[src/shared/rtam_pkg.sv]
// package: register map, field layout and widths of the remote target map
package rtam_pkg;
  localparam int RTAM_NUM_TARGETS = 5;
  localparam int RTAM_FIRST_TARGET = 2;
  localparam int RTAM_ADDR_W = 7;
  localparam int RTAM_REG_W = 8;
  localparam int RTAM_WB_ADR_W = 8;
  // printed offsets are not multiples of four: these are indices
  localparam logic [7:0] RTAM_IDX_TARGET_2 = 8'h0A;
  localparam logic [7:0] RTAM_IDX_TARGET_3 = 8'h0B;
  localparam logic [7:0] RTAM_IDX_TARGET_4 = 8'h0C;
  localparam logic [7:0] RTAM_IDX_TARGET_5 = 8'h0D;
  localparam logic [7:0] RTAM_IDX_TARGET_6 = 8'h0E;
  // alias registers for the same targets
  localparam logic [7:0] RTAM_IDX_ALIAS_2 = 8'h12;
  localparam logic [7:0] RTAM_IDX_ALIAS_6 = 8'h16;
  // status register showing the last translation outcome
  localparam logic [7:0] RTAM_IDX_STATUS = 8'h20;
  localparam logic [7:0] RTAM_REG_RESET = 8'h00;
  localparam logic [6:0] RTAM_ADDR_NONE = 7'h00;
  localparam int RTAM_FIELD_LSB = 1;
  localparam int RTAM_FIELD_MSB = 7;
  localparam int RTAM_RESERVED_BIT_BIT = 0;
  localparam logic [1:0] RTAM_BYTE_SHIFT = 2'h2;
endpackage : rtam_pkg

[src/shared/rtam_entry_if.sv]
// interface: one target entry, its alias and its match result
`timescale 1ns/1ps
interface rtam_entry_if;
  logic [6:0] target_addr;
  logic [6:0] alias_addr;
  logic [6:0] req_addr;
  logic hit;
  logic blocked;
  modport owner (output target_addr, output alias_addr, output req_addr,
    input hit, input blocked);
  modport matcher (input target_addr, input alias_addr, input req_addr,
    output hit, output blocked);
endinterface : rtam_entry_if

[src/design/rtam_top.sv]
// module: remote target address map with wishbone slave and translator
//
// Local design decision: the Wishbone interface to the registers.
`timescale 1ns/1ps
// Notes on behaviour
// - Each of targets 2 to 6 keeps a 7-bit target address in bits 7:1.
// - Only local-side transactions whose address equals the alias match.
// - On a match the stored target address replaces the incoming one.
// - The translated transaction is sent on toward the remote side.
// - A zero target address blocks all access to that target.
// - Each alias holds 7 bits and, once non-zero, is accepted locally.
module rtam_top (
  // clock and reset
  input wire logic clk,
  input wire logic reset_n,
  // wishbone slave
  input wire logic wb_cyc_i,
  input wire logic wb_stb_i,
  input wire logic wb_we_i,
  input wire logic [rtam_pkg::RTAM_WB_ADR_W+1:0] wb_adr_i,
  input wire logic [3:0] wb_sel_i,
  input wire logic [31:0] wb_dat_i,
  output logic [31:0] wb_dat_o,
  output logic wb_ack_o,
  // local control-bus request
  input wire logic req_valid,
  input wire logic req_local,
  input wire logic [6:0] req_addr,
  // toward the control channel
  output logic fwd_valid,
  output logic [6:0] fwd_addr,
  output logic [2:0] fwd_target,
  output logic req_blocked,
  output logic req_nomatch
);
  import rtam_pkg::*;

  // ****************************************
  // entry storage
  // ****************************************
  logic [6:0] target_reg [RTAM_NUM_TARGETS];
  logic [6:0] alias_reg [RTAM_NUM_TARGETS];
  logic [RTAM_NUM_TARGETS-1:0] hit_vec;
  logic [RTAM_NUM_TARGETS-1:0] blk_vec;

  // ****************************************
  // bus decode
  // ****************************************
  wire [RTAM_WB_ADR_W-1:0] idx;
  wire bus_req;
  wire wr_lane0;
  wire tgt_sel;
  wire als_sel;
  wire sts_sel;
  wire [2:0] tgt_num;
  wire [2:0] als_num;
  assign idx = wb_adr_i[RTAM_WB_ADR_W+1:RTAM_BYTE_SHIFT];
  assign bus_req = wb_cyc_i && wb_stb_i && !wb_ack_o;
  assign wr_lane0 = bus_req && wb_we_i && wb_sel_i[0];
  assign tgt_sel = (idx >= RTAM_IDX_TARGET_2) && (idx <= RTAM_IDX_TARGET_6);
  assign als_sel = (idx >= RTAM_IDX_ALIAS_2) && (idx <= RTAM_IDX_ALIAS_6);
  assign sts_sel = (idx == RTAM_IDX_STATUS);
  assign tgt_num = 3'(idx - RTAM_IDX_TARGET_2);
  assign als_num = 3'(idx - RTAM_IDX_ALIAS_2);

  // read data, upper bits as zero; reserved bit 0 zero except in the status word, where it is a target number bit
  logic [31:0] rd_data;
  logic [7:0] status_reg;
  always_comb begin
    rd_data = 32'h0000_0000;
    if (tgt_sel) begin
      rd_data[RTAM_FIELD_MSB:RTAM_FIELD_LSB] = target_reg[tgt_num];
    end else if (als_sel) begin
      rd_data[RTAM_FIELD_MSB:RTAM_FIELD_LSB] = alias_reg[als_num];
    end else if (sts_sel) begin
      rd_data[RTAM_REG_W-1:0] = status_reg;
    end
  end

  // every access, mapped or not, is acked one cycle later
  always_ff @(posedge clk or negedge reset_n) begin
    if (!reset_n) begin
      wb_ack_o <= 1'b0;
      wb_dat_o <= 32'h0000_0000;
    end else begin
      wb_ack_o <= bus_req;
      wb_dat_o <= bus_req ? rd_data : 32'h0000_0000;
    end
  end

  // bit 0 of write data is dropped
  genvar g;
  generate
    for (g = 0; g < RTAM_NUM_TARGETS; g++) begin : g_ent
      rtam_entry_if eif ();
      assign eif.target_addr = target_reg[g];
      assign eif.alias_addr = alias_reg[g];
      assign eif.req_addr = req_addr;
      assign hit_vec[g] = eif.hit;
      assign blk_vec[g] = eif.blocked;
      rtam_entry_match u_match (
        .ent(eif.matcher)
      );
      always_ff @(posedge clk or negedge reset_n) begin
        if (!reset_n) begin
          target_reg[g] <= RTAM_REG_RESET[RTAM_FIELD_MSB:RTAM_FIELD_LSB];
          alias_reg[g] <= RTAM_REG_RESET[RTAM_FIELD_MSB:RTAM_FIELD_LSB];
        end else if (wr_lane0) begin
          if (tgt_sel && tgt_num == 3'(g)) begin
            target_reg[g] <= wb_dat_i[RTAM_FIELD_MSB:RTAM_FIELD_LSB];
          end
          if (als_sel && als_num == 3'(g)) begin
            alias_reg[g] <= wb_dat_i[RTAM_FIELD_MSB:RTAM_FIELD_LSB];
          end
        end
      end
    end
  endgenerate

  // ****************************************
  // translation
  // ****************************************
  // lowest-numbered entry wins if two aliases collide
  logic [6:0] sel_addr;
  logic [2:0] sel_num;
  logic any_hit;
  always_comb begin
    sel_addr = RTAM_ADDR_NONE;
    sel_num = 3'h0;
    any_hit = 1'b0;
    for (int i = RTAM_NUM_TARGETS - 1; i >= 0; i--) begin
      if (hit_vec[i]) begin
        sel_addr = target_reg[i];
        sel_num = 3'(i + RTAM_FIRST_TARGET);
        any_hit = 1'b1;
      end
    end
  end

  wire take;
  wire fwd_next;
  wire blk_next;
  wire nom_next;
  assign take = req_valid && req_local;
  assign fwd_next = take && any_hit;
  assign blk_next = take && !any_hit && (|blk_vec);
  assign nom_next = take && !any_hit && !(|blk_vec);

  always_ff @(posedge clk or negedge reset_n) begin
    if (!reset_n) begin
      fwd_valid <= 1'b0;
      fwd_addr <= RTAM_ADDR_NONE;
      fwd_target <= 3'h0;
      req_blocked <= 1'b0;
      req_nomatch <= 1'b0;
      status_reg <= RTAM_REG_RESET;
    end else begin
      fwd_valid <= fwd_next;
      fwd_addr <= fwd_next ? sel_addr : RTAM_ADDR_NONE;
      fwd_target <= fwd_next ? sel_num : 3'h0;
      req_blocked <= blk_next;
      req_nomatch <= nom_next;
      if (take) begin
        status_reg <= {fwd_next, blk_next, 3'h0, sel_num};
      end
    end
  end
endmodule : rtam_top

[src/design/rtam_entry_match.sv]
// module: alias compare for one remote target entry
`timescale 1ns/1ps
module rtam_entry_match (
  // entry
  rtam_entry_if.matcher ent
);
  import rtam_pkg::*;
  wire alias_set;
  wire target_set;
  assign alias_set = (ent.alias_addr != RTAM_ADDR_NONE);
  assign target_set = (ent.target_addr != RTAM_ADDR_NONE);
  // a zero target address closes the entry entirely
  assign ent.hit = alias_set && target_set
    && (ent.req_addr == ent.alias_addr);
  assign ent.blocked = alias_set && !target_set
    && (ent.req_addr == ent.alias_addr);
endmodule : rtam_entry_match

[config.mk]
export PLATFORM = sky130hd
export DESIGN_NAME = rtam_top
export DESIGN_NICKNAME = d
export VERILOG_FILES = /design/src/shared/rtam_pkg.sv /design/src/shared/rtam_entry_if.sv /design/src/design/rtam_top.sv /design/src/design/rtam_entry_match.sv
export SDC_FILE = /design/constraint.sdc
export NUM_CORES = 1
export LEC_CHECK = 0
export BUFFER_PORTS_ARGS = -buffer_cell sky130_fd_sc_hd__buf_2
export CAP_MARGIN = 20
export CELL_PAD_IN_SITES_DETAIL_PLACEMENT = 1
export CELL_PAD_IN_SITES_GLOBAL_PLACEMENT = 1
export CORE_MARGIN = 4
export CORE_UTILIZATION = 47
export DETAILED_ROUTE_END_ITERATION = 6
export GPL_ROUTABILITY_DRIVEN = 1
export PLACE_DENSITY_LB_ADDON = 0.1
export SLEW_MARGIN = 25
export SYNTH_ARGS = -nofsm -noshare
export SYNTH_HDL_FRONTEND = slang
export SYNTH_SLANG_ARGS = --single-unit
[constraint.sdc]
create_clock -name clk -period 3.7 [get_ports clk]
set_input_delay 0.185 -clock clk [delete_from_list [all_inputs] [get_ports clk]]
set_output_delay 0.185 -clock clk [all_outputs]
set_load 0.05 [all_outputs]
### Yosys cells after proc, flatten, opt, wreduce, memory -nomap -nowiden

Cells that the tools add are included.

| storage, ports and cells | value |
|---|---|
| register bits | 97 |
| output and inout bits | 46 |
| word-level logic and storage cells | 143 |

| cells by class | value |
|---|---|
| add/subtract/negate cells | 2 |
| $lt $le $gt $ge | 6 |
| equal/unequal tests | 14 |
| mux-type cells | 29 |
| bitwise logic cells | 2 |
| reduce and logical (&&, ||, !) cells | 72 |

Operator list:

| kind | number |
|---|---|
| 7-bit 2-to-1 mux | 12 |
| 7-bit nonzero test | 10 |
| 7-bit binary-select mux with 3-bit select | 2 |
| 1-bit logical AND | 41 |
| 7-bit equality test | 5 |
| 2-bit AND reduction | 10 |
| 3-bit 2-to-1 mux | 6 |
| 8-bit 2-to-1 mux | 2 |
| 3-bit by 2-bit equality test with 1-bit output (second input constant) | 4 |
| 8-bit by 6-bit equality test with 1-bit output (second input constant) | 1 |
| 4-bit >= comparator (second input constant) | 2 |
| 8-bit by 4-bit >= comparator with 1-bit output (second input constant) | 1 |
| 8-bit by 5-bit >= comparator with 1-bit output (second input constant) | 1 |
| 8-bit by 4-bit <= comparator with 1-bit output (second input constant) | 1 |
| 8-bit by 5-bit <= comparator with 1-bit output (second input constant) | 1 |
| 1-bit logical NOT | 8 |
| 3-bit inverter with 4-bit output | 2 |
| 1-bit 2-to-1 mux | 7 |
| 3-bit by 1-bit equality test with 1-bit output (second input constant) | 2 |
| 3-bit equality test (second input constant) | 2 |
| 3-bit logical NOT | 2 |
| 3-bit by 2-bit subtractor with 3-bit output (second input constant) | 2 |
| 5-bit OR reduction | 1 |

### Logic depth before layout (Yosys ltp)

Gate-level depths: netlist of run 1.

| depth | value |
|---|---|
| depth after elaboration | 11 |
| mapped depth | 9 |
| depth with buffers taken out | 8 |

### Modules after synthesis

Synthesis of run 1 repeated with hierarchy kept, for this count alone.

| unflattened totals | value |
|---|---|
| cells, all modules | 456 |
| area total of the unflattened synthesis | 5310.1 um2 |

By module, submodules not included:

| module | instances | cells an instance | area an instance (um2) |
|---|---|---|---|
| rtam_top | 1 | 376 | 4697.0 |
| rtam_entry_match | 5 | 16 | 122.6 |

### Worst setup path before layout of run 1

OpenSTA, ideal clock, no wires.

| path | value |
|---|---|
| path kind | register to register |
| start point | register wb_ack_o |
| end point | register alias_reg, in the netlist g_ent[3].eif.alias_addr[0] |
| arrival | 2240 ps |
| required time | 3575 ps |
| slack | 1335 ps |
| cell stages (with the launch flop) | 7 |
| buffers on the path | 1 |
| cell sequence | dfrtp_1 or2_2 clkbuf_1 nor3_1 nand2_2 nor3b_2 mux2_2 |

| between the ends | value |
|---|---|
| cells in the longest elaborated chain, start to end | 5 |

Ends and longest elaborated chain:

| item | RTL line | text |
|---|---|---|
| start: declaration | rtam_top.sv:24 | `output logic wb_ack_o,` |
| start signal: assignment | rtam_top.sv:86 | `wb_ack_o <= bus_req;` |
| 1-bit logical NOT | rtam_top.sv:58 | `assign bus_req = wb_cyc_i && wb_stb_i && !wb_ack_o;` |
| 1-bit logical AND | rtam_top.sv:58 |  |
| 1-bit logical AND (2 in series) | rtam_top.sv:59 | `assign wr_lane0 = bus_req && wb_we_i && wb_sel_i[0];` |
| 2-bit AND reduction (no source line) | -- |  |
| end signal: indexed assignment | rtam_top.sv:107 | `alias_reg[g] <= RTAM_REG_RESET[RTAM_FIELD_MSB:RTAM_FIELD_LSB];` |
| end signal: indexed assignment | rtam_top.sv:113 | `alias_reg[g] <= wb_dat_i[RTAM_FIELD_MSB:RTAM_FIELD_LSB];` |
| end: declaration | rtam_top.sv:42 | `logic [6:0] alias_reg [RTAM_NUM_TARGETS];` |

Every way passes these cells.
A chain may end at the register's enable or synchronous reset.

### Worst setup path in the final report of run 1

| path | value |
|---|---|
| start point | register alias_reg, in the netlist g_ent[2].eif.alias_addr[2] |
| end point | register fwd_addr[5] |

| between the ends | value |
|---|---|
| cells in the longest elaborated chain, start to end | 8 |

Ends and longest elaborated chain:

| item | RTL line | text |
|---|---|---|
| 7-bit nonzero test | rtam_entry_match.sv:10 | `assign alias_set = (ent.alias_addr != RTAM_ADDR_NONE);` |
| 1-bit logical AND | rtam_entry_match.sv:13 | `assign ent.hit = alias_set && target_set` |
| 1-bit logical AND (*) | rtam_entry_match.sv:14 | `&& (ent.req_addr == ent.alias_addr);` |
| 1-bit 2-to-1 mux (3 in series) | rtam_top.sv:132 | `if (hit_vec[i]) begin` |
| 1-bit logical AND | rtam_top.sv:145 | `assign fwd_next = take && any_hit;` |
| 7-bit 2-to-1 mux (*) | rtam_top.sv:159 | `fwd_addr <= fwd_next ? sel_addr : RTAM_ADDR_NONE;` |
| end signal: assignment | rtam_top.sv:159 |  |
| end: declaration | rtam_top.sv:31 | `output logic [6:0] fwd_addr,` |

Every way passes the cells marked *; elsewhere a longest branch is shown, timed or not.

==> results of run 1 <==
## layout make-up
| type | instances | area, sq um |
|---|---|---|
| repair buffers | 57 | 309 |
| clock inverters | 7 | 55.1 |
| well taps | 143 | 179 |
| inverters | 21 | 78.8 |
| clock buffers | 9 | 225 |
| multi-input cells | 331 | 2740 |
| flip-flops and latches | 97 | 2430 |
| fillers | 1238 | 5400 |
## cells in the mapped netlist, drive strengths merged (7+ instances only)
library cell / number / area (sq um)
inv: 21 / 78.8
clkbuf: 9 / 33.8
dfrtp: 97 / 2430
nor4: 14 / 113
a221oi: 7 / 61.3
nor3: 14 / 80.1
mux4: 13 / 293
xnor2: 19 / 174
a21oi: 13 / 65.1
or4: 8 / 60.1
a22oi: 9 / 67.6
nand2: 27 / 109
xor2: 16 / 140
nand3: 9 / 55.1
mux2: 70 / 788
buf: 44 / 307
nor2: 15 / 61.3
o211ai: 7 / 52.6
## path summary, 6_finish.rpt
check / cells past startpoint / end / slack [ns]
worst min-delay path: 3 / status_reg[7] / 0.23
min in group asynchronous: 2 / req_blocked / 0.42
worst max-delay path: 6 / fwd_addr[5] / 0.92
worst min register to register: 1 / status_reg[2] / 0.49
worst max register to register: 6 / fwd_addr[5] / 0.92
max in group asynchronous: 3 / g_ent[3].eif.alias_addr[4] / 2.49
## power by group
part	switching (mW)	leakage, nW	internal [mW]
combinational	0.168	1.35	0.0530
clock	0.434	0.132	0.462
sequential	0.00732	1.35	1.07
## metrics by stage
stage / cell area (sq um) / hold WS [ns] / power, mW / utilization [%]
2_1_floorplan: 5570 / -0.111 / 1.26 / -
3_3_place_gp: 5710 / 0.367 / 1.31 / 50.0
3_5_place_dp: 5710 / 0.377 / 1.31 / 50.0
4_1_cts: 5990 / 0.000394 / 2.21 / 52.5
5_1_grt: 6020 / 0.267 / 2.27 / 52.7
6_report: 6020 / 0.234 / 2.19 / 52.7
## worst min-delay path, cell delays in order
cell and delay [ns]:
buf_2 0.09, and2_1 0.16, o21a_1 0.12
## cells by family (layout without fill, tap and decap cells)
| logic type | count (synthesis) | in the layout | synth area share, % |
|---|---|---|---|
| AND/OR/NAND/NOR | 114 | 114 | 12.2 |
| flip-flops | 97 | 97 | 44.2 |
| adder cells (fa/ha/maj) | 2 | 2 | 0.456 |
| multiplexers | 85 | 85 | 20.1 |
| other | 1 | 24 | 0.0683 |
| XOR/XNOR | 35 | 35 | 5.72 |
| buffers and inverters | 74 | 94 | 7.64 |
| AO/OA/AOI/OAI | 71 | 71 | 9.58 |
## metal layers
layer / track usage [%] / vias up
met5: 0 / -
met4: 7.50 / 0
met3: 3.13 / 14
met2: 38.4 / 102
met1: 35.1 / 2046
li1: - / 1774
## repair_timing
item,4_1_cts,5_1_grt
hold buffers,0,1
hold endpoints to repair,0,73
buffers inserted,0,0
==> flow_summary.yaml, run 1 <==
placed_design:
  preCtsSetupSlack_ns: 0.872
  routabilityCongestion: 0.869
  dp.cells: 648
  dp_hpwl_um: 11500
  io_buffers: 51
timing:
  slew_headroom_pct: 43.9
  setup_tns_ns: 0
  rsz0062_at_grt: "false"
  setup_viol: 0
  fmax_ghz: 0.360
  slew_violations: 0
  finalCritPeriodShare_pct: 75.1
  finClkSkew_ns: 0.00805
  hold_viol: 0
  tightest_slew_ns: 0.835
  min_period_ns: 2.78
  setup_slack_ns: 0.920
detailed_routing:
  wl_per_cell_um: 22.9
  met2WireLength_um: 7260
  wl_met3_um: 687
  remaining_drc_errors: 0
  wl_um: 15200
  maxUsedRoutingLayer: "met4"
  num_vias: 3936
  drt-met1-wl_um: 7110
  final_antenna_net_count: 0
  drt_iter0_drc: 250
  vias_per_cell: 5.92
  firstDrtPassIters: 4
layout:
  mostFrequentLayoutCells: "dfrtp_1, mux2_2, buf_2"
  antennaDiodeCount: 0
  final_cells: 665
  layout.nets: 579
  drive_above_1_share_pct: 33.5
  area.growth.synth_to_final_pct: 9.65
  final_common_cell: "dfrtp_1"
floorplan:
  pin_count: 106
  core_area_sq_mm: 0.0114
  start_util_pct: 48.0
  fp.dieW_um: 116
  rows: 39
  die_h_um: 116
  die-area_sq_mm: 0.0135
clocking:
  clk_latency_ns: 0.36
  clockBufferDepth: 2
  cts_sinks: 97
  cts-htree-levels: 3
  cts_inserted_buffers: 9
  clkSlewWorstSetupHoldPaths_ns: 0.07
  cts_root_buf: "clkbuf_16"
  cts_resized: 0
  tritoncts: "built"
yosys:
  synth-edff-count: 0
  ys_seq_area_share_pct: 44.2
  synthCells: 479
  async_flop_share_pct: 100
  synthesis.area_sq_mm: 0.00549
  yosys_warnings: 0
  ys_ff_latch: 97
  syn-mean-instance-area_sq_um: 11.5
  synth_cell_types: 57
  synthFlopType: "dfrtp_1"
worst_setup_path:
  worstSetupStartpoint: "g_ent[2].eif.alias_addr[2]"
  critPathBufInv: 0
  crit_family: "simple AND/OR/NAND/NOR gates"
  critPathSlowestCell: "o41ai_1"
  criticalPathCategory: "reg -> reg"
  crit_arrival_ns: 3.00
  crit_required_ns: 3.92
  worstPathCellList: "or4_1 -> o41ai_1 -> or3_1 -> and3_4 -> a21o_1 -> a21oi_1"
  cp-end-kind: "register"
  crit_fanout: 10
  cp_slowest_stage_delay_ns: 0.57
  regToRegStartpoint: "g_ent[2].eif.alias_addr[2]"
  crit_path_start_kind: "register"
global_route:
  grt_pass1_wl_um: 24400
  antenna_found_initial: 0
  grt_pass1_vias: 4204
  grt_usage_pct: 24.3
  grt-ovfl-total: 0
  grt_max_degree: 75
power:
  ir_drop_uv: 258
  power.density_mw_per_mm2: 364
  leakagePower_nw: 2.84
worst_hold_path:
  hp-start: "req_local"
  holdCritPathClass: "in -> reg"
job:
  drv_cap: 0
run_status:
  status: "finished, final reports clean"
(Power assumes the default switching activity.)
==> run 2, diff against run 1 <==
- CORE_UTILIZATION: 47 -> 40
- clock period: 3.7 -> 2.26 ns (I/O delays scaled with it)
==> run 2 against run 1 <==
  * The flow now finishes with violations (setup timing)
  * Global-route usage shrank 3.0 points
  * Cell count grew 14%
  * Combinational power grew 83%
  * Final area grew 12%
  * Routed wire length grew 8.3%
  * First-iteration DRC count grew 27%
  * Sequential power grew 64%
==> flow_summary.yaml, run 2 (synthesized netlist as in run 1, its figures left out) <==
run_status:
  status: "finished with violations"
  violations: "setup timing"
floorplan:
  start_util_pct: 41.1
  fp.dieW_um: 125
  pin_count: 106
  core_area_sq_mm: 0.0133
  rows: 42
  die-area_sq_mm: 0.0157
  die_h_um: 125
layout:
  mostFrequentLayoutCells: "dfrtp_1, mux2_2, buf_4"
  design_area_sq_mm: 0.00674
  drive_above_1_share_pct: 44.8
  final_common_cell: "dfrtp_1"
  layout.nets: 639
  area.growth.synth_to_final_pct: 22.9
  antennaDiodeCount: 0
  final_cells: 758
job:
  drv_cap: 0
power:
  leakagePower_nw: 3.21
  power.density_mw_per_mm2: 538
  ir_drop_uv: 351
  power_mw: 3.63
clocking:
  clkSlewWorstSetupHoldPaths_ns: 0.07
  cts_inserted_buffers: 9
  cts_root_buf: "clkbuf_16"
  cts-htree-levels: 3
  tritoncts: "built"
  cts_sinks: 97
  clockBufferDepth: 2
  clk_latency_ns: 0.36
detailed_routing:
  remaining_drc_errors: 0
  vias_per_cell: 5.51
  wl_um: 16500
  wl_met3_um: 1050
  drt-met1-wl_um: 7650
  met2WireLength_um: 7610
  final_antenna_net_count: 0
  firstDrtPassIters: 5
  drt_iter0_drc: 318
  num_vias: 4173
  maxUsedRoutingLayer: "met4"
  wl_per_cell_um: 21.8
timing:
  slew_violations: 0
  hold_viol: 0
  finClkSkew_ns: 0.0107
  setup_slack_ns: -0.00943
  fmax_ghz: 0.441
  slew_headroom_pct: 59.2
  tightest_slew_ns: 0.611
  rsz0062_at_grt: "true"
  min_period_ns: 2.27
  setup_viol: 1
  finalCritPeriodShare_pct: 100
worst_hold_path:
  min_to: "status_reg[7]"
  hp-start: "req_local"
  holdCritPathClass: "in -> reg"
  hold_depth: 3
worst_setup_path:
  crit_required_ns: 2.54
  crit_arrival_ns: 2.55
  regToRegStartpoint: "g_ent[2].eif.alias_addr[5]"
  worstRegToRegCells: 7
  r2r_end: "fwd_addr[4]"
  cp-end-kind: "register"
  criticalPathCategory: "reg -> reg"
  crit_fanout: 5
  crit_path_start_kind: "register"
  r2r_setup_slack_ns: -0.009
global_route:
  grt-ovfl-total: 0
  grt_pass1_wl_um: 25600
  grt_pass1_vias: 4368
  antenna_found_initial: 0
  grt_max_degree: 46
  grt_usage_pct: 21.3
placed_design:
  io_buffers: 51
  dp_hpwl_um: 12400
  dp.cells: 737
  routabilityCongestion: 0.854
  placed_area_sq_mm: 0.00621
-- run 2: final cells by class --
cell class	count	area, sq um
Clock buffer	11	243
Inverter	21	78.8
Fill cell	1448	6600
Tap cell	176	220
Timing Repair Buffer	117	805
Multi-Input combinational cell	331	2930
Clock inverter	5	38.8
Sequential cell	97	2430
-- run 2: critical path, cell delays in order, from the launching register on --
cell and delay, ns:
dfrtp_2 0.45, xor2_2 0.18, nor4_4 0.34, o41ai_4 0.16
or3_4 0.44, and3_4 0.23, a221oi_2 0.21, o21a_1 0.19
-- run 2: where the power goes --
part | internal [mW] | switching [mW] | total (mW)
clock | 0.783 | 0.685 | 1.47
sequential | 1.75 | 0.0107 | 1.76
combinational | 0.112 | 0.293 | 0.405
total | 2.64 | 0.989 | 3.63
-- run 2: stage by stage --
stage | setup WS, ns | TNS, ns | util [%] | hold WS, ns
floorplan | 0.0294 | 0 | - | -0.183
global placement | -0.170 | -1.59 | 46.5 | 0.158
detailed placement | -0.215 | -2.24 | 46.5 | 0.163
CTS | -0.0745 | -0.107 | 49.9 | 0.162
global route | -0.0892 | -0.464 | 50.5 | 0.189
finish | -0.00943 | -0.00943 | 50.5 | 0.180
-- run 2: worst max-delay path by stage --
stage | startpoint | to | slack, ns
6_report | g_ent[2].eif.alias_addr[5] | fwd_addr[4] | -0.009
3_5_place_dp | g_ent[2].eif.alias_addr[5] | fwd_addr[4] | -0.22
4_1_cts | g_ent[2].eif.alias_addr[6] | fwd_addr[4] | -0.07
2_1_floorplan | wb_ack_o | g_ent[0].eif.alias_addr[0] | 0.03
5_1_grt | g_ent[2].eif.alias_addr[5] | fwd_addr[4] | -0.09
3_3_place_gp | g_ent[2].eif.alias_addr[5] | fwd_addr[4] | -0.17
-- run 2: layer usage --
layer,vias up,track usage [%]
met5,-,0
met3,15,4.61
li1,1891,-
met1,2130,30.7
met2,137,32.9
met4,0,5.23
-- run 2: what timing repair did --
action / CTS / global route
hold buffers: 1 / 0
endpoints found under the setup margin: 18 / 45
setup buffers: 4 / 1
gates resized for setup: 25 / 12
pin swaps: 15 / 16
endpoints found under the hold margin: 43 / 0
